$ cat src/rtl/sdi_pkg.sv
// shared constants, enums and carriers of the sdi-12 port
// assumes a 10 MHz system clock and one instance per port
package sdi_pkg;

	// line timing
	localparam int unsigned CLK_HZ = 10_000_000;
	localparam int unsigned BAUD = 1200;
	localparam int unsigned BIT_CYCLES = CLK_HZ / BAUD;
	localparam int unsigned SEC_S = 1;
	localparam int unsigned SEC_CYCLES = CLK_HZ * SEC_S;
	localparam int unsigned RESP_WAIT_MS = 100;
	localparam int unsigned RESP_CYCLES = CLK_HZ / 1000 * RESP_WAIT_MS;
	localparam int BAUD_W = 14;
	localparam int TMR_W = 24;
	localparam logic [3:0] FRAME_BITS = 4'hA;
	localparam logic [1:0] RETRIES = 2'h3;

	// characters (7-bit)
	localparam logic [6:0] CH_EXCL = 7'h21;
	localparam logic [6:0] CH_QUERY = 7'h3F;
	localparam logic [6:0] CH_CR = 7'h0D;
	localparam logic [6:0] CH_LF = 7'h0A;
	localparam logic [6:0] CH_ZERO = 7'h30;
	localparam logic [6:0] CH_NINE = 7'h39;
	localparam logic [6:0] CH_LA = 7'h61;
	localparam logic [6:0] CH_LZ = 7'h7A;
	localparam logic [6:0] CH_UA = 7'h41;
	localparam logic [6:0] CH_UZ = 7'h5A;
	localparam logic [6:0] CH_M = 7'h4D;
	localparam logic [6:0] CH_C = 7'h43;
	localparam logic [6:0] CH_R = 7'h52;
	localparam logic [6:0] CH_V = 7'h56;
	localparam logic [6:0] CH_I = 7'h49;
	localparam logic [6:0] CH_D = 7'h44;

	typedef enum logic [2:0] {
		ROLE_IDLE        = 3'h0,
		ROLE_RECORDER    = 3'h1,
		ROLE_SENSOR      = 3'h2,
		ROLE_TRANSPARENT = 3'h3,
		ROLE_MONITOR     = 3'h4
	} role_e;

	typedef enum logic [3:0] {
		SK_NONE  = 4'h0,
		SK_M     = 4'h1,
		SK_MC    = 4'h2,
		SK_C     = 4'h3,
		SK_CC    = 4'h4,
		SK_R     = 4'h5,
		SK_RC    = 4'h6,
		SK_V     = 4'h7,
		SK_QUERY = 4'h8,
		SK_I     = 4'h9
	} skind_e;

	typedef enum logic [4:0] {
		ST_IDLE  = 5'h01,
		ST_CMD   = 5'h02,
		ST_RESP  = 5'h04,
		ST_MWAIT = 5'h08,
		ST_REPLY = 5'h10
	} state_e;

	typedef struct packed {
		logic       valid;
		logic [7:0] data;
	} char_s;

	typedef struct packed {
		logic       valid;
		logic       last;
		logic [6:0] data;
	} reply_s;

	typedef struct packed {
		logic       start;
		logic [6:0] addr;
	} rec_req_s;

	typedef struct packed {
		logic done;
		logic no_resp;
	} rec_res_s;

	typedef struct packed {
		logic       valid;
		skind_e     kind;
		logic [6:0] qual;
	} scmd_s;

	function automatic logic is_digit(input logic [6:0] c);
		return (c >= CH_ZERO) && (c <= CH_NINE);
	endfunction

	function automatic logic is_addr(input logic [6:0] c);
		return is_digit(c) || ((c >= CH_LA) && (c <= CH_LZ)) ||
			((c >= CH_UA) && (c <= CH_UZ));
	endfunction

endpackage

$ cat src/rtl/sdi12_port.sv
// one sdi-12 port: recorder, sensor role, transparent and monitor use
// assumes synchronous inputs; the wire is resolved from sdi_out/sdi_oe
//
// Overview of operation
// characters run at 1200 baud on the data wire
// frames are 7 data bits, even parity, one stop, inverted line
// partner terminal is locked from counting, timing and trigger use
// transparent forwards operator chars and full replies, records none
// transparent waits until a running recorder sequence has ended
// transparent opens only while access protection is unlocked
// monitor shows traffic passively with seconds timeout and ascii option
// address is one char from 0-9, a-z or A-Z
// the ? address is honoured only in the address query
// body is one uppercase letter plus an optional C and an optional digit qualifier
// every command ends with an exclamation mark
// each addressed command is answered, ending in CR then LF
// one measure request sends aM!, waits, then sends aD0!
// commands are retried when the probe answers badly or not at all
// sensor role answers M, MC, C, CC, R, RC, V, query and I
// sensor role holds one address and ignores all others
// every port keeps its own independent sensor address
// all probes wake on a command, only the addressed one replies
// after reset no address, sequence or session is active
// missing response reports a no-response result instead of stalling
`timescale 1ns/10ps
`default_nettype none

module sdi12_port #(
	parameter int unsigned BIT_CYC  = sdi_pkg::BIT_CYCLES,
	parameter int unsigned SEC_CYC  = sdi_pkg::SEC_CYCLES,
	parameter int unsigned RESP_CYC = sdi_pkg::RESP_CYCLES
) (
	// clock and reset
	input  wire logic             clk_sys,
	input  wire logic             nrst,
	// sdi-12 data wire
	input  wire logic             sdi_in,
	output logic                  sdi_out,
	output logic                  sdi_oe,
	// port setup
	input  wire sdi_pkg::role_e   role,
	input  wire logic             unlocked,
	input  wire logic [6:0]       sensor_addr,
	output logic                  partner_locked,
	// recorder requests and results
	input  wire sdi_pkg::rec_req_s rec_req,
	output logic                  rec_busy,
	output sdi_pkg::char_s        rec_data,
	output sdi_pkg::rec_res_s     rec_result,
	// sensor role commands and replies
	output sdi_pkg::scmd_s        sensor_cmd,
	input  wire sdi_pkg::reply_s  reply_in,
	output logic                  reply_ready,
	// operator terminal
	input  wire sdi_pkg::char_s   term_in,
	output logic                  term_ready,
	output sdi_pkg::char_s        term_out,
	output logic                  sess_open,
	input  wire logic [7:0]       mon_timeout_s,
	input  wire logic             mon_ascii,
	output logic                  mon_open
);
	import sdi_pkg::*;

	localparam logic [BAUD_W-1:0] BIT_LAST = BAUD_W'(BIT_CYC - 1);
	localparam logic [BAUD_W-1:0] BIT_MID = BAUD_W'(BIT_CYC / 2 - 1);
	localparam logic [TMR_W-1:0] SEC_LAST = TMR_W'(SEC_CYC - 1);
	localparam logic [TMR_W-1:0] RESP_LAST = TMR_W'(RESP_CYC - 1);

	state_e                  state;
	logic                    tx_go;
	logic                    tx_busy;
	logic                    tx_free;
	logic [6:0]              tx_char;
	logic [9:0]              tx_sh;
	logic [3:0]              tx_cnt;
	logic [BAUD_W-1:0]       tx_baud;
	logic                    rx_act;
	logic                    rx_valid;
	logic [7:0]              rx_sh;
	logic [6:0]              rx_char;
	logic [3:0]              rx_cnt;
	logic [BAUD_W-1:0]       rx_baud;
	logic [6:0]              addr;
	logic                    phase_d;
	logic                    bad;
	logic                    query;
	logic                    resp_fail;
	logic [1:0]              retry;
	logic [2:0]              idx;
	logic [2:0]              cmd_len;
	logic [6:0]              cmd_char;
	logic [9:0]              ttt;
	logic [TMR_W-1:0]        tmr;
	logic [3:0][6:0]         cbuf;
	logic [2:0]              ccnt;
	logic                    parse_hit;
	scmd_s                   parse_cmd;
	logic [7:0]              mon_left;
	logic [TMR_W-1:0]        mon_tmr;
	logic                    mon_spent;

	////////////////////////////////////////////////////////////////////////
	// command decode for sensor role
	function automatic scmd_s decode(input logic [3:0][6:0] b,
		input logic [2:0] n, input logic [6:0] own);
		scmd_s      r;
		logic       crc;
		logic [6:0] q;
		logic [2:0] full;
		r = '0;
		crc = (n >= 3'h3) && (b[2] == CH_C);
		q = crc ? b[3] : b[2];
		full = crc ? 3'h4 : 3'h3;
		if (b[0] == CH_QUERY && n == 3'h1) begin
			r.kind = SK_QUERY;
		end else if (b[0] == own && n >= 3'h2 && n <= full &&
			(n < full || is_digit(q))) begin
			case (b[1])
				CH_M: r.kind = crc ? SK_MC : SK_M;
				CH_C: r.kind = crc ? SK_CC : SK_C;
				CH_R: r.kind = crc ? SK_RC : SK_R;
				CH_V: r.kind = (n == 3'h2) ? SK_V : SK_NONE;
				CH_I: r.kind = (n == 3'h2) ? SK_I : SK_NONE;
				default: r.kind = SK_NONE;
			endcase
		end
		r.valid = (r.kind != SK_NONE);
		r.qual = (n == full) ? q : CH_ZERO;
		return r;
	endfunction

	////////////////////////////////////////////////////////////////////////
	// helpers
	assign tx_free = !tx_busy && !tx_go;
	assign rx_char = rx_sh[6:0];

	// failed reply: wrong address at end of line, or silence
	assign resp_fail = rx_valid ? (rx_char == CH_LF && bad) :
		(tmr == RESP_LAST);

	// recorder command text, aM! or aD0!
	always_comb begin
		cmd_len = phase_d ? 3'h4 : 3'h3;
		case (idx)
			3'h0: cmd_char = addr;
			3'h1: cmd_char = phase_d ? CH_D : CH_M;
			3'h2: cmd_char = phase_d ? CH_ZERO : CH_EXCL;
			default: cmd_char = CH_EXCL;
		endcase
	end

	////////////////////////////////////////////////////////////////////////
	// character transmitter
	always_ff @(posedge clk_sys or negedge nrst) begin
		if (!nrst) begin
			tx_busy <= 1'b0;
			tx_sh <= '0;
			tx_cnt <= '0;
			tx_baud <= '0;
			sdi_out <= 1'b0;
			sdi_oe <= 1'b0;
		end else if (tx_go) begin
			tx_busy <= 1'b1;
			tx_sh <= {1'b1, ^tx_char, tx_char, 1'b0};
			tx_cnt <= '0;
			tx_baud <= '0;
		end else if (tx_busy) begin
			sdi_oe <= 1'b1;
			sdi_out <= ~tx_sh[0]; // inverted line
			if (tx_baud == BIT_LAST) begin
				tx_baud <= '0;
				tx_sh <= {1'b1, tx_sh[9:1]};
				tx_cnt <= tx_cnt + 4'h1;
				if (tx_cnt == FRAME_BITS - 4'h1)
					tx_busy <= 1'b0;
			end else begin
				tx_baud <= tx_baud + 1'b1;
			end
		end else begin
			sdi_oe <= 1'b0;
			sdi_out <= 1'b0;
		end
	end

	////////////////////////////////////////////////////////////////////////
	// character receiver, deaf while we drive the wire
	always_ff @(posedge clk_sys or negedge nrst) begin
		if (!nrst) begin
			rx_act <= 1'b0;
			rx_valid <= 1'b0;
			rx_sh <= '0;
			rx_cnt <= '0;
			rx_baud <= '0;
		end else begin
			rx_valid <= 1'b0;
			if (!rx_act) begin
				if (!tx_busy && !sdi_oe && sdi_in) begin
					rx_act <= 1'b1;
					rx_baud <= '0;
					rx_cnt <= '0;
				end
			end else if (rx_baud == ((rx_cnt == 4'h0) ? BIT_MID :
				BIT_LAST)) begin
				rx_baud <= '0;
				rx_cnt <= rx_cnt + 4'h1;
				if (rx_cnt == 4'h0) begin
					if (!sdi_in)
						rx_act <= 1'b0; // false start
				end else if (rx_cnt == FRAME_BITS - 4'h1) begin
					rx_act <= 1'b0;
					rx_valid <= !sdi_in && !(^rx_sh);
				end else begin
					rx_sh <= {~sdi_in, rx_sh[7:1]};
				end
			end else begin
				rx_baud <= rx_baud + 1'b1;
			end
		end
	end

	////////////////////////////////////////////////////////////////////////
	// sensor role command collector
	always_ff @(posedge clk_sys or negedge nrst) begin
		if (!nrst) begin
			cbuf <= '0;
			ccnt <= '0;
			parse_hit <= 1'b0;
			parse_cmd <= '0;
		end else begin
			parse_hit <= 1'b0;
			if (role != ROLE_SENSOR || state != ST_IDLE) begin
				ccnt <= '0;
			end else if (rx_valid) begin
				if (rx_char == CH_EXCL) begin
					parse_cmd <= decode(cbuf, ccnt, sensor_addr);
					parse_hit <= is_addr(sensor_addr);
					ccnt <= '0;
				end else if (ccnt != 3'h5) begin
					if (ccnt < 3'h4)
						cbuf[ccnt[1:0]] <= rx_char;
					ccnt <= ccnt + 3'h1;
				end
			end
		end
	end

	////////////////////////////////////////////////////////////////////////
	// sequencer: recorder, sensor replies, transparent forwarding
	always_ff @(posedge clk_sys or negedge nrst) begin
		if (!nrst) begin
			state <= ST_IDLE;
			tx_go <= 1'b0;
			tx_char <= '0;
			addr <= '0;
			phase_d <= 1'b0;
			bad <= 1'b0;
			query <= 1'b0;
			retry <= '0;
			idx <= '0;
			ttt <= '0;
			tmr <= '0;
			term_ready <= 1'b0;
			reply_ready <= 1'b0;
			rec_data <= '0;
			rec_result <= '0;
			sensor_cmd <= '0;
		end else begin
			tx_go <= 1'b0;
			term_ready <= 1'b0;
			reply_ready <= 1'b0;
			rec_data.valid <= 1'b0;
			rec_result <= '0;
			sensor_cmd.valid <= 1'b0;
			case (state)
				ST_IDLE: begin
					tmr <= '0;
					if (role == ROLE_RECORDER && rec_req.start &&
						is_addr(rec_req.addr)) begin
						addr <= rec_req.addr;
						phase_d <= 1'b0;
						retry <= '0;
						idx <= '0;
						state <= ST_CMD;
					end else if (term_ready && term_in.valid) begin
						tx_go <= 1'b1;
						tx_char <= term_in.data[6:0];
					end else if (parse_hit && parse_cmd.valid) begin
						sensor_cmd <= parse_cmd;
						addr <= sensor_addr;
						query <= (parse_cmd.kind == SK_QUERY);
						idx <= '0;
						state <= ST_REPLY;
					end else begin
						term_ready <= sess_open && tx_free && unlocked &&
							(role == ROLE_TRANSPARENT);
					end
				end
				ST_CMD: begin
					if (tx_free) begin
						if (idx == cmd_len) begin
							state <= ST_RESP;
							tmr <= '0;
							idx <= '0;
							bad <= 1'b0;
							if (!phase_d)
								ttt <= '0;
						end else begin
							tx_go <= 1'b1;
							tx_char <= cmd_char;
							idx <= idx + 3'h1;
						end
					end
				end
				ST_RESP: begin
					tmr <= tmr + 1'b1;
					if (resp_fail) begin
						tmr <= '0;
						idx <= '0;
						if (retry == RETRIES) begin
							rec_result <= '{done: 1'b1, no_resp: 1'b1};
							state <= ST_IDLE;
						end else begin
							retry <= retry + 2'h1;
							state <= ST_CMD;
						end
					end else if (rx_valid) begin
						tmr <= '0;
						if (idx != 3'h7)
							idx <= idx + 3'h1;
						if (idx == 3'h0 && rx_char != addr)
							bad <= 1'b1;
						if (!phase_d && idx >= 3'h1 && idx <= 3'h3 &&
							is_digit(rx_char))
							ttt <= 10'(ttt * 10'h00A +
								{3'h0, rx_char - CH_ZERO});
						if (phase_d && idx != 3'h0 && rx_char != CH_CR &&
							rx_char != CH_LF)
							rec_data <= '{valid: 1'b1,
								data: {1'b0, rx_char}};
						if (rx_char == CH_LF) begin
							if (phase_d) begin
								rec_result <= '{done: 1'b1, no_resp: 1'b0};
								state <= ST_IDLE;
							end else begin
								state <= ST_MWAIT;
							end
						end
					end
				end
				ST_MWAIT: begin
					// announced seconds, cut short by a service request
					if (ttt == '0 || (rx_valid && rx_char == CH_LF)) begin
						phase_d <= 1'b1;
						retry <= '0;
						idx <= '0;
						tmr <= '0;
						state <= ST_CMD;
					end else if (tmr == SEC_LAST) begin
						tmr <= '0;
						ttt <= ttt - 10'h001;
					end else begin
						tmr <= tmr + 1'b1;
					end
				end
				ST_REPLY: begin
					case (idx)
						3'h0: begin
							if (tx_free) begin
								tx_go <= 1'b1;
								tx_char <= addr;
								idx <= query ? 3'h2 : 3'h1;
								tmr <= '0;
							end
						end
						3'h1: begin
							tmr <= tmr + 1'b1;
							if (reply_ready && reply_in.valid) begin
								tx_go <= 1'b1;
								tx_char <= reply_in.data;
								tmr <= '0;
								if (reply_in.last)
									idx <= 3'h2;
							end else if (tmr == RESP_LAST) begin
								idx <= 3'h2; // close a silent reply
							end else begin
								reply_ready <= tx_free;
							end
						end
						3'h2: begin
							if (tx_free) begin
								tx_go <= 1'b1;
								tx_char <= CH_CR;
								idx <= 3'h3;
							end
						end
						3'h3: begin
							if (tx_free) begin
								tx_go <= 1'b1;
								tx_char <= CH_LF;
								idx <= 3'h4;
							end
						end
						default: begin
							if (tx_free)
								state <= ST_IDLE;
						end
					endcase
				end
				default: state <= ST_IDLE;
			endcase
		end
	end

	////////////////////////////////////////////////////////////////////////
	// recorder busy flag and partner terminal lock
	always_ff @(posedge clk_sys or negedge nrst) begin
		if (!nrst) begin
			rec_busy <= 1'b0;
			partner_locked <= 1'b0;
		end else begin
			rec_busy <= (state == ST_CMD) || (state == ST_RESP) ||
				(state == ST_MWAIT);
			partner_locked <= (role != ROLE_IDLE);
		end
	end

	////////////////////////////////////////////////////////////////////////
	// transparent session gate
	always_ff @(posedge clk_sys or negedge nrst) begin
		if (!nrst) begin
			sess_open <= 1'b0;
		end else begin
			sess_open <= (role == ROLE_TRANSPARENT) && unlocked &&
				(sess_open || (!rec_busy && state == ST_IDLE));
		end
	end

	////////////////////////////////////////////////////////////////////////
	// passive monitor with seconds timeout
	always_ff @(posedge clk_sys or negedge nrst) begin
		if (!nrst) begin
			mon_open <= 1'b0;
			mon_spent <= 1'b0;
			mon_left <= '0;
			mon_tmr <= '0;
		end else if (role != ROLE_MONITOR) begin
			mon_open <= 1'b0;
			mon_spent <= 1'b0;
		end else if (!mon_open) begin
			if (!mon_spent && mon_timeout_s != '0) begin
				mon_open <= 1'b1;
				mon_left <= mon_timeout_s;
				mon_tmr <= '0;
			end
		end else if (rx_valid) begin
			mon_left <= mon_timeout_s; // traffic restarts timeout
			mon_tmr <= '0;
		end else if (mon_tmr == SEC_LAST) begin
			mon_tmr <= '0;
			mon_left <= mon_left - 8'h01;
			if (mon_left == 8'h01) begin
				mon_open <= 1'b0;
				mon_spent <= 1'b1;
			end
		end else begin
			mon_tmr <= mon_tmr + 1'b1;
		end
	end

	////////////////////////////////////////////////////////////////////////
	// received traffic to the operator terminal
	always_ff @(posedge clk_sys or negedge nrst) begin
		if (!nrst) begin
			term_out <= '0;
		end else begin
			term_out.valid <= rx_valid && (sess_open || mon_open);
			term_out.data <= (mon_open && !mon_ascii) ? rx_sh :
				{1'b0, rx_sh[6:0]};
		end
	end

endmodule

`default_nettype wire

$ cat config.mk
export PLATFORM = sky130hd
export DESIGN_NAME = sdi12_port
export DESIGN_NICKNAME = d
export VERILOG_FILES = /design/src/rtl/sdi_pkg.sv /design/src/rtl/sdi12_port.sv
export SDC_FILE = /design/constraint.sdc
export NUM_CORES = 1
export LEC_CHECK = 0
export BUFFER_PORTS_ARGS = -buffer_cell sky130_fd_sc_hd__buf_2
export CORE_MARGIN = 2
export CORE_UTILIZATION = 64
export CTS_BUF_LIST = sky130_fd_sc_hd__clkbuf_8 sky130_fd_sc_hd__clkbuf_16
export DETAILED_ROUTE_END_ITERATION = 7
export PLACE_DENSITY = 0.81
export SYNTH_ARGS = -nofsm -noshare
export SYNTH_HDL_FRONTEND = slang
export SYNTH_SLANG_ARGS = --single-unit
$ cat constraint.sdc
create_clock -name clk_sys -period 4.7 [get_ports clk_sys]
set_input_delay 0.47 -clock clk_sys [delete_from_list [all_inputs] [get_ports clk_sys]]
set_output_delay 0.47 -clock clk_sys [all_outputs]
set_load 0.02 [all_outputs]
# Yosys cells after proc, flatten, opt, wreduce, memory -nomap -nowiden
# Index checks and enable logic that the tools add are counted.
[word_totals]
elab_cells = 472
out_inout_bits = 40
register_bits = 235
[op_classes]
eq_ne = 77
n_mul = 1
n_lt_le_gt_ge = 25
bitwise = 10
reduce_logical = 108
n_addsub = 13
n_mux = 189
[op_table]
columns = ["cell", "count"]
rows = [
  ["24-bit 2-to-1 mux", 12],
  ["24-bit case mux with 5 select lines", 1],
  ["10-bit 2-to-1 mux", 11],
  ["14-bit 2-to-1 mux", 7],
  ["7-bit 2-to-1 mux", 14],
  ["3-bit 2-to-1 mux", 23],
  ["5-bit 2-to-1 mux", 12],
  ["4-bit 2-to-1 mux", 14],
  ["1-bit 2-to-1 mux", 52],
  ["24-bit by 1-bit adder with 24-bit output (second input constant)", 2],
  ["24-bit == test (second input constant)", 2],
  ["12-bit 2-to-1 mux", 4],
  ["24-bit case mux with 2 select lines", 1],
  ["7-bit == test (second input constant)", 6],
  ["7-bit case mux with 3 select lines", 2],
  ["1-bit logical AND", 41],
  ["8-bit 2-to-1 mux", 5],
  ["3-bit inequality test (second input constant)", 13],
  ["2-bit inequality test (second input constant)", 19],
  ["9-bit 2-to-1 mux", 4],
  ["10-bit case mux with 3 select lines", 1],
  ["14-bit by 1-bit adder with 14-bit output (second input constant)", 2],
  ["28-bit bitwise mux", 1],
  ["7-bit by 6-bit >= comparator with 1-bit output (second input constant)", 4],
  ["77 further kinds", 170],
]

# Logic depth before layout (Yosys ltp)
# Gate-level depths: netlist (run 1).
[logic_depth]
ltp_word = 13
mapped_depth = 13

# Worst setup path before layout (run 1)
# No wires, ideal clock.
[synth_timing]
kind = "flip-flop to flip-flop"
from = "register ccnt[0]"
to = "register parse_cmd[11] (netlist bit)"
t_required_ns = 4.623
path_stages_with_launch = 13
path_slack_ns = 1.833
n_path_buf = 1
arrival_ns = 2.790
cell_sequence = "dfrtp_1 > ha_1 > ha_1 > a211o_2 > and4_1 > buf_4 > ha_1 > and3_1 > nand2_1 > or4b_4 > a21boi_2 > o21ai_1 > a21oi_1"
[synth_between]
elab_chain_cells = 13
word_cells_on_any_way = 29
cone_classes = "order compare (6); eq/ne (2); mux (13); reduce/logical (8)"
[synth_lines]
columns = ["item", "line", "rtl"]
rows = [
  ["start, declared", "sdi12_port.sv:96", "logic [2:0] ccnt;"],
  ["start signal, assigned", "sdi12_port.sv:242", "ccnt <= ccnt + 3'h1;"],
  ["3-bit by 2-bit >= comparator with 1-bit output", "sdi12_port.sv:112", "crc = (n >= 3'h3) && (b[2] == CH_C);"],
  ["1-bit logical AND", "sdi12_port.sv:112", ""],
  ["7-bit 2-to-1 mux", "sdi12_port.sv:113", "q = crc ? b[3] : b[2];"],
  ["7-bit by 6-bit >= comparator with 1-bit output / 7-bit by 6-bit less-or-equal comparator with 1-bit output (equally long branches)", "sdi_pkg.sv:93", "return (c >= CH_ZERO) && (c <= CH_NINE);"],
  ["1-bit logical AND", "sdi_pkg.sv:93", ""],
  ["1-bit logical OR", "sdi12_port.sv:118", "(n < full || is_digit(q))) begin"],
  ["1-bit logical AND", "sdi12_port.sv:117", "end else if (b[0] == own && n >= 3'h2 && n <= full &&"],
  ["4-bit 2-to-1 mux", "sdi12_port.sv:117", ""],
  ["4-bit 2-to-1 mux *", "sdi12_port.sv:115", "if (b[0] == CH_QUERY && n == 3'h1) begin"],
  ["4-bit 2-to-1 mux *", "sdi12_port.sv:235", "if (rx_char == CH_EXCL) begin"],
  ["4-bit 2-to-1 mux *", "sdi12_port.sv:234", "end else if (rx_valid) begin"],
  ["4-bit 2-to-1 mux *", "sdi12_port.sv:232", "if (role != ROLE_SENSOR || state != ST_IDLE) begin"],
  ["4-bit nonzero test *", "sdi12_port.sv:128", "r.valid = (r.kind != SK_NONE);"],
  ["end signal, assigned", "sdi12_port.sv:236", "parse_cmd <= decode(cbuf, ccnt, sensor_addr);"],
  ["end, declared", "sdi12_port.sv:98", "scmd_s parse_cmd;"],
]
# Mark *: on every way between the ends. The rest lies on a longest branch, timed or not. The select of a mux whose other input is x is not followed.
# A chain may end at the register's enable or synchronous reset.

# Final worst setup path (run 1)
[layout_timing]
from = "register rx_sh[5]"
to = "register ttt[0]"
[layout_between]
elab_chain_cells = 5
word_cells_on_any_way = 13
cone_classes = "order compare (2); eq/ne (4); mux (1); reduce/logical (6)"
[layout_lines]
columns = ["item", "line", "rtl"]
rows = [
  ["start, declared", "sdi12_port.sv:80", "logic [7:0] rx_sh;"],
  ["start signal, assigned", "sdi12_port.sv:214", "rx_sh <= {~sdi_in, rx_sh[7:1]};"],
  ["7-bit by 6-bit >= comparator with 1-bit output (tied with other cells)", "sdi_pkg.sv:93", ""],
  ["1-bit logical AND (on tied branches)", "sdi_pkg.sv:93, sdi12_port.sv:139, sdi12_port.sv:353", ""],
  ["1-bit logical AND (tied with other cells)", "sdi12_port.sv:333", "if (!phase_d && idx >= 3'h1 && idx <= 3'h3 &&"],
  ["2-bit inequality test (no source line)", "n/a", ""],
  ["9-bit AND reduction (no source line) *", "n/a", ""],
  ["end signal, assigned", "sdi12_port.sv:335", "ttt <= 10'(ttt * 10'h00A +"],
  ["end signal, assigned", "sdi12_port.sv:361", "ttt <= ttt - 10'h001;"],
  ["end, declared", "sdi12_port.sv:93", "logic [9:0] ttt;"],
]
# Mark *: on every way between the ends. The rest lies on a longest branch, timed or not.

==> results of run 1 <==
[Yosys cell counts (4+ instances only)]
cell type    n
o21ai_1     11
buf_2       19
inv_1       47
a22o_1       6
o22ai_1      4
o41ai_1      5
nand2_1    171
o211ai_1     4
and3_1      23
mux2i_1     18
nand4b_1     5
a21oi_1     75
a41oi_1      4
nand4_1     17
or3_1       11
and4_1       8
o21a_1       4
dfrtp_1    234
mux2_2      22
o31ai_1     18
nor3_1      33
clkbuf_1    29
a31oi_1      8
ha_1        55
a21o_1       6
a211oi_1    11
nor4_1      16
xnor2_1     41
a22oi_1     11
nand2b_1    24
nor3b_1      8
o21ai_0    169
nand2_2      4
nand3_1     37
nor2b_1     12
or4_1        4
nor4b_1      8
and2_1       6
xor2_1      30
o21bai_1     4
nand3b_1     4
nor2_1     133
[layout make-up]
| cell class | instances | share of cell area |
|---|---|---|
| multi-input cells | 1099 | 0.470 |
| well taps | 270 | 0.0231 |
| clock buffers | 31 | 0.0484 |
| flip-flops and latches | 235 | 0.402 |
| clock inverters | 15 | 0.0111 |
| repair buffers | 92 | 0.0332 |
| inverters | 49 | 0.0127 |
[through the flow]
stage / power, mW / utilization / hold WS, ps / setup WS [ps]
3_5_place_dp: 3.93 / 0.680 / 464 / 1630
3_3_place_gp: 3.88 / 0.680 / 455 / 1670
6_report: 6.01 / 0.724 / 12.1 / 1510
5_1_grt: 6.30 / 0.724 / 59.5 / 1270
2_1_floorplan: 3.53 / - / 174 / 1830
4_1_cts: 6.01 / 0.724 / 37.9 / 1570
[final timing paths]
check / start / endpoint / depth (start not counted)
setup / recovery: rx_sh[5]$_DFFE_PN0P_ / ttt[0]$_DFFE_PN0P_ / 9
hold / removal: nrst / tmr[8]$_DFFE_PN0P_ / 1
setup reg to reg: rx_sh[5]$_DFFE_PN0P_ / ttt[0]$_DFFE_PN0P_ / 9
hold reg to reg: tx_sh[0]$_DFFE_PN0P_ / sdi_out$_DFFE_PN0N_ / 1
max in group asynchronous: nrst / partner_locked$_DFF_PN0_ / 2
min in group clk_sys: role[2] / partner_locked$_DFF_PN0_ / 2
[state kept, by name (all words and copies together), names as in the netlist, 7 cells and up]
name,flops
tx_baud,14
mon_tmr,24
parse_cmd,12
rec_data,8
tx_char,7
tmr,24
tx_sh,10
term_out,9
rx_sh,8
ttt,10
cbuf,28
mon_left,8
rx_baud,14
sensor_cmd,12
addr,7
[layout by cell type, fill, tap and decap left out, types with 22 or more instances in the layout]
master / instances
dfrtp_1: 234
nand2_1: 171
xor2_1: 30
xnor2_1: 41
and3_1: 23
clkbuf_16: 25
buf_2: 85
nand2b_1: 24
nand3_1: 37
o21ai_0: 169
a21oi_1: 75
inv_1: 48
ha_1: 55
nor2_1: 133
nor3_1: 33
mux2_2: 22
[routing by layer]
metal,wire (um),global-route usage,vias to the layer above
met1,13800,0.413,5440
met4,901,0.0957,0
li1,-,-,5265
met5,0,0,-
met3,1920,0.0519,72
met2,14800,0.463,333
[kinds of logic after synthesis]
family          Yosys count  synth area share
simple gates            551             0.210
buf+inv                 102            0.0330
mux                      40            0.0324
compound gates          378             0.174
other cells               1          0.000284
xor+xnor                 72            0.0488
flops                   235             0.446
fa+ha+maj                57            0.0552
[power by group]
part	total [mW]	switching, mW	internal, mW
sequential	2.42	0.245	2.18
combinational	1.52	0.920	0.597
clock	2.07	0.836	1.23
total	6.01	2.00	4.01
==> flow_summary.ini, run 1 <==
[clock_tree]
htreeDepth = 1
cts_resized = 0
cts_made_buffers = 25
cts_tree = built
cts_num_sinks = 235
cts_setup_buffers = 0
cts_hold_buf = 0
cts-root-buf = clkbuf_16
clockBufferDepth = 3
path_clk_slew_ps = 70
clock_latency_ps = 540

[route]
wl_mm = 31.4
viasPerCell = 6.20
drc = 0
ant_nets = 0
drt-initial-drc-count = 814
wire_per_inst_um = 17.6
dr.pass1.iters = 6
route.vias.total = 11110

[yosys]
ys_types = 95
postSynth.topFlopCell = dfrtp_1
synthArstFlopShare = 1.00
syn_nets = 1542
netlist_instances = 1436
ys_seq_elements = 235
synth_top_area_frac = 0.444
synth_area_leaders = dfrtp_1, o21ai_0, ha_1
synth_edf_count = 0
yosys_warnings = 0
synth_area_leader_cell = dfrtp_1
yosysSeqAreaShare = 0.446
syn_area_sq_um = 13200
syn_avg_cell_area_sq_um = 9.19

[critical_path]
cpPeakStageDelay_ps = 500
cp-end-kind = flip-flop
crit_chain = inv_1 -> ha_1 -> nor2b_1 -> and4_1 -> a22o_1 -> o31ai_1 -> nand3_1 -> a221oi_1 -> a21oi_1
crit_required_ps = 5080
crit_fanout = 20
critPathBufInv = 1
start_kind = flip-flop
path_delay_family = compound AO/OA/AOI/OAI gates
r2r_slack_ps = 1510
cp_slowest_cell = dfrtp_1
critPathKind = reg2reg
cp_data_arrival_time_ps = 3570

[floorplanning]
rows = 52
core_sq_um = 20200
die-area_sq_um = 21800
die_x_um = 148
io_pins = 89
initial_core_util = 0.652
die_h_um = 148

[power]
power.density_nw_per_um2 = 411
irDropWorstVdd_mv = 0.340
leakage_nw = 6.57

[grt]
track_usage = 0.292
grt_start_max_net_pins = 110
globalRouteOverflowTotal = 0
grt_pass1_wl_mm = 52.7
antenna_found_initial = 0
grt_pass1_vias = 10755

[sta]
hold_viol = 0
setup_viol = 0
tightest_slew_ps = 1310
fin_worst_skew_ps = 23.2
fin_setup_tns_ps = 0
slew_headroom = 0.121
fmax_mhz = 314
min_period_ps = 3190
rsz0062_at_grt = false
period_share = 0.678
drv_slew = 0

[cells_and_area]
stdcell_count = 1791
design_area_sq_um = 14600
nFillCells = 1516
final-seq-area_sq_um = 5880
layout.nets = 1608
multi_input_comb_area_sq_um = 6880
antenna_cells = 0
syn_to_final_growth_pct = 11.0
drive_gt1_frac = 0.128

[placement]
portBuffers = 86
post-dp-hpwl_mm = 21.8
gp_congestion = 0.880
place_inst = 1745
dpl_cell_area_sq_um = 13800

[run_status]
outcome = complete, no violations

[run]
max-cap-violations = 0

[hold_path]
hp-class = in2async
(Power assumes the default switching activity.)
==> inputs of run 2 (changes only) <==
- CORE_UTILIZATION: 64 -> 55
- PLACE_DENSITY: 0.81 -> 0.73
- clock period: 4.7 -> 2.6 ns (I/O delays scaled with it)
==> run 2 against run 1 <==
The flow now finishes with violations (DRC, setup timing). First-iteration DRC count up 66%. Die area increased by 16%. Flip-flop and latch count is the same. Final cell count increased by 8.3%. Via count is 2.3% higher. Clock skew rose by 2.3 ps. Register-to-register slack got worse by 1600 ps. Power is 84% higher. Combinational power increased by 120%. Setup slack got worse by 1600 ps. Design area rose by 6.5%. Largest power group unchanged.
==> flow_summary.ini, run 2 (synthesized netlist as in run 1, its figures left out) <==
[cells_and_area]
antenna_cells = 0
top_regs = cbuf x28, mon_tmr x24, tmr x24
design_area_sq_um = 15600
regMostFlops = cbuf
post-route-util = 0.662
stdcell_count = 1939
nFillCells = 1966
final-seq-area_sq_um = 5880
drive_gt1_frac = 0.188
syn_to_final_growth_pct = 18.2
layout.nets = 1708
largest_reg_flops = 28
layout_commonest_cell = dfrtp_1
multi_input_comb_area_sq_um = 7010
final_cell_mix = dfrtp_1, nand2_1, o21ai_0, nor2_1, buf_4

[critical_path]
path_common_cell = inv_2
cp_data_arrival_time_ps = 3130
rr_worst_depth = 13
cp-end-kind = flip-flop
critPathKind = reg2reg
r2r_slack_ps = -120
crit_chain = ha_1 -> ha_2 -> inv_2 -> fa_1 -> inv_2 -> ha_4 -> o21ai_2 -> o21bai_1 -> a21oi_2 -> nor3b_2 -> xnor3_1 -> a32oi_1 -> o21ai_1
cp_slowest_cell = fa_1
start_kind = flip-flop
crit_fanout = 2
crit_required_ps = 3010
cpPeakStageDelay_ps = 490

[route]
viasPerCell = 5.86
wl_mm = 33.3
drt-initial-drc-count = 1352
ant_nets = 0
route.vias.total = 11367
drc = 1
dr.pass1.iters = 8
wire_per_inst_um = 17.2

[floorplanning]
initial_core_util = 0.560
io_pins = 89
die_x_um = 159
die_h_um = 159
die-area_sq_um = 25200
core_sq_um = 23500
rows = 56

[placement]
portBuffers = 86
gp_congestion = 0.959
dpl_cell_area_sq_um = 14600
place_inst = 1884
dp_slack_ps = -175
post-dp-hpwl_mm = 24.5

[power]
swShare = 0.329
p_switching_mw = 3.63
leakage_nw = 7.08
internal_power_mw = 7.41
power_frac_clock = 0.313
seqPwrFrac = 0.387
p_comb_frac = 0.300
irDropWorstVdd_mv = 0.494
power.density_nw_per_um2 = 708

[clock_tree]
clockBufferDepth = 3
htreeDepth = 1
cts_made_buffers = 26
cts_tree = built
path_clk_slew_ps = 60
cts_num_sinks = 235
cts-root-buf = clkbuf_16
clock_latency_ps = 550

[sta]
slew_headroom = 0.555
fin_worst_skew_ps = 25.5
fmax_mhz = 368
rsz0062_at_grt = true
setup_viol = 3
min_period_ps = 2720
tightest_slew_ps = 667
fin_setup_tns_ps = -149
drv_slew = 0
period_share = 1.05
hold_viol = 0
setup_ws_ps = -118

[hold_path]
hp-class = in2reg
hold_path_depth = 4

[grt]
antenna_found_initial = 0
globalRouteOverflowTotal = 0
track_usage = 0.261
grt_pass1_vias = 10965
grt_pass1_wl_mm = 54.7
grt_start_max_net_pins = 63

[run_status]
outcome = complete, but fails checks
violations = DRC, setup timing

[run]
max-cap-violations = 0
run 2: changes by cell type in the layout (fill, tap and decap cells not counted), sizes merged:
cell | before | now
clkbuf | 31 | 33
dlygate4sd3 | 0 | 6
clkinv | 10 | 5
bufinv | 3 | 0
buf | 92 | 185
clkinvlp | 1 | 0
inv | 50 | 57
run 2: layout make-up:
cell class | count | share of cell area
clock buffer | 33 | 0.0479
inverter | 49 | 0.0120
sequential | 235 | 0.377
multi-input combinational | 1099 | 0.450
clock inverter | 13 | 0.00417
timing repair buffer | 191 | 0.0832
tap | 319 | 0.0256
run 2: path summary, 6_finish.rpt:
path | start | end
max in group asynchronous | nrst | rx_baud[6]$_DFFE_PN0P_
max | ttt[1]$_DFFE_PN0P_ | ttt[9]$_DFFE_PN0P_
min | term_in[5] | tx_char[5]$_DFFE_PN0P_
min reg2reg | tx_sh[0]$_DFFE_PN0P_ | sdi_out$_DFFE_PN0N_
max reg2reg | ttt[1]$_DFFE_PN0P_ | ttt[9]$_DFFE_PN0P_
min in group asynchronous | nrst | tmr[21]$_DFFE_PN0P_
run 2: per-stage QoR:
stage | hold WS [ps] | total power, mW
floorplan | -35.6 | 6.40
global placement | 241 | 7.43
detailed placement | 239 | 7.51
CTS | 17.2 | 11.1
global route | 44.9 | 11.7
finish | 43.0 | 11.0
run 2: power by group through the flow:
stage                     Sequential [mW]  Combinational (mW)  Clock [mW]
after floorplan                      4.23                2.16           0
after global placement               4.32                3.11           0
after detailed placement             4.33                3.17           0
after CTS                            4.27                3.25        3.53
after global routing                 4.31                3.66        3.68
final                                4.28                3.31        3.46
run 2: critical path: cells and delay by family, from the launching register on:
kind            cells  cell delay [ps]
xor+xnor            1              230
flops               1              380
simple gates        1              160
fa+ha+maj           4             1210
compound gates      5              530
buf+inv             2               90
run 2: timing repair:
action | in CTS | in global routing
resized for setup | 11 | 13
hold buffers | 6 | 0
endpoints found under the setup margin | 8 | 43
buffers inserted | 4 | 1
endpoints found under the hold margin | 61 | 0
pin swaps | 4 | 5
run 2: layer usage:
metal	vias to the layer above	routed length [um]	global-route usage
li1	5471	-	-
met1	5450	14900	0.363
met2	359	15600	0.432
met3	87	1910	0.0334
met4	0	906	0.0764
met5	-	0	0
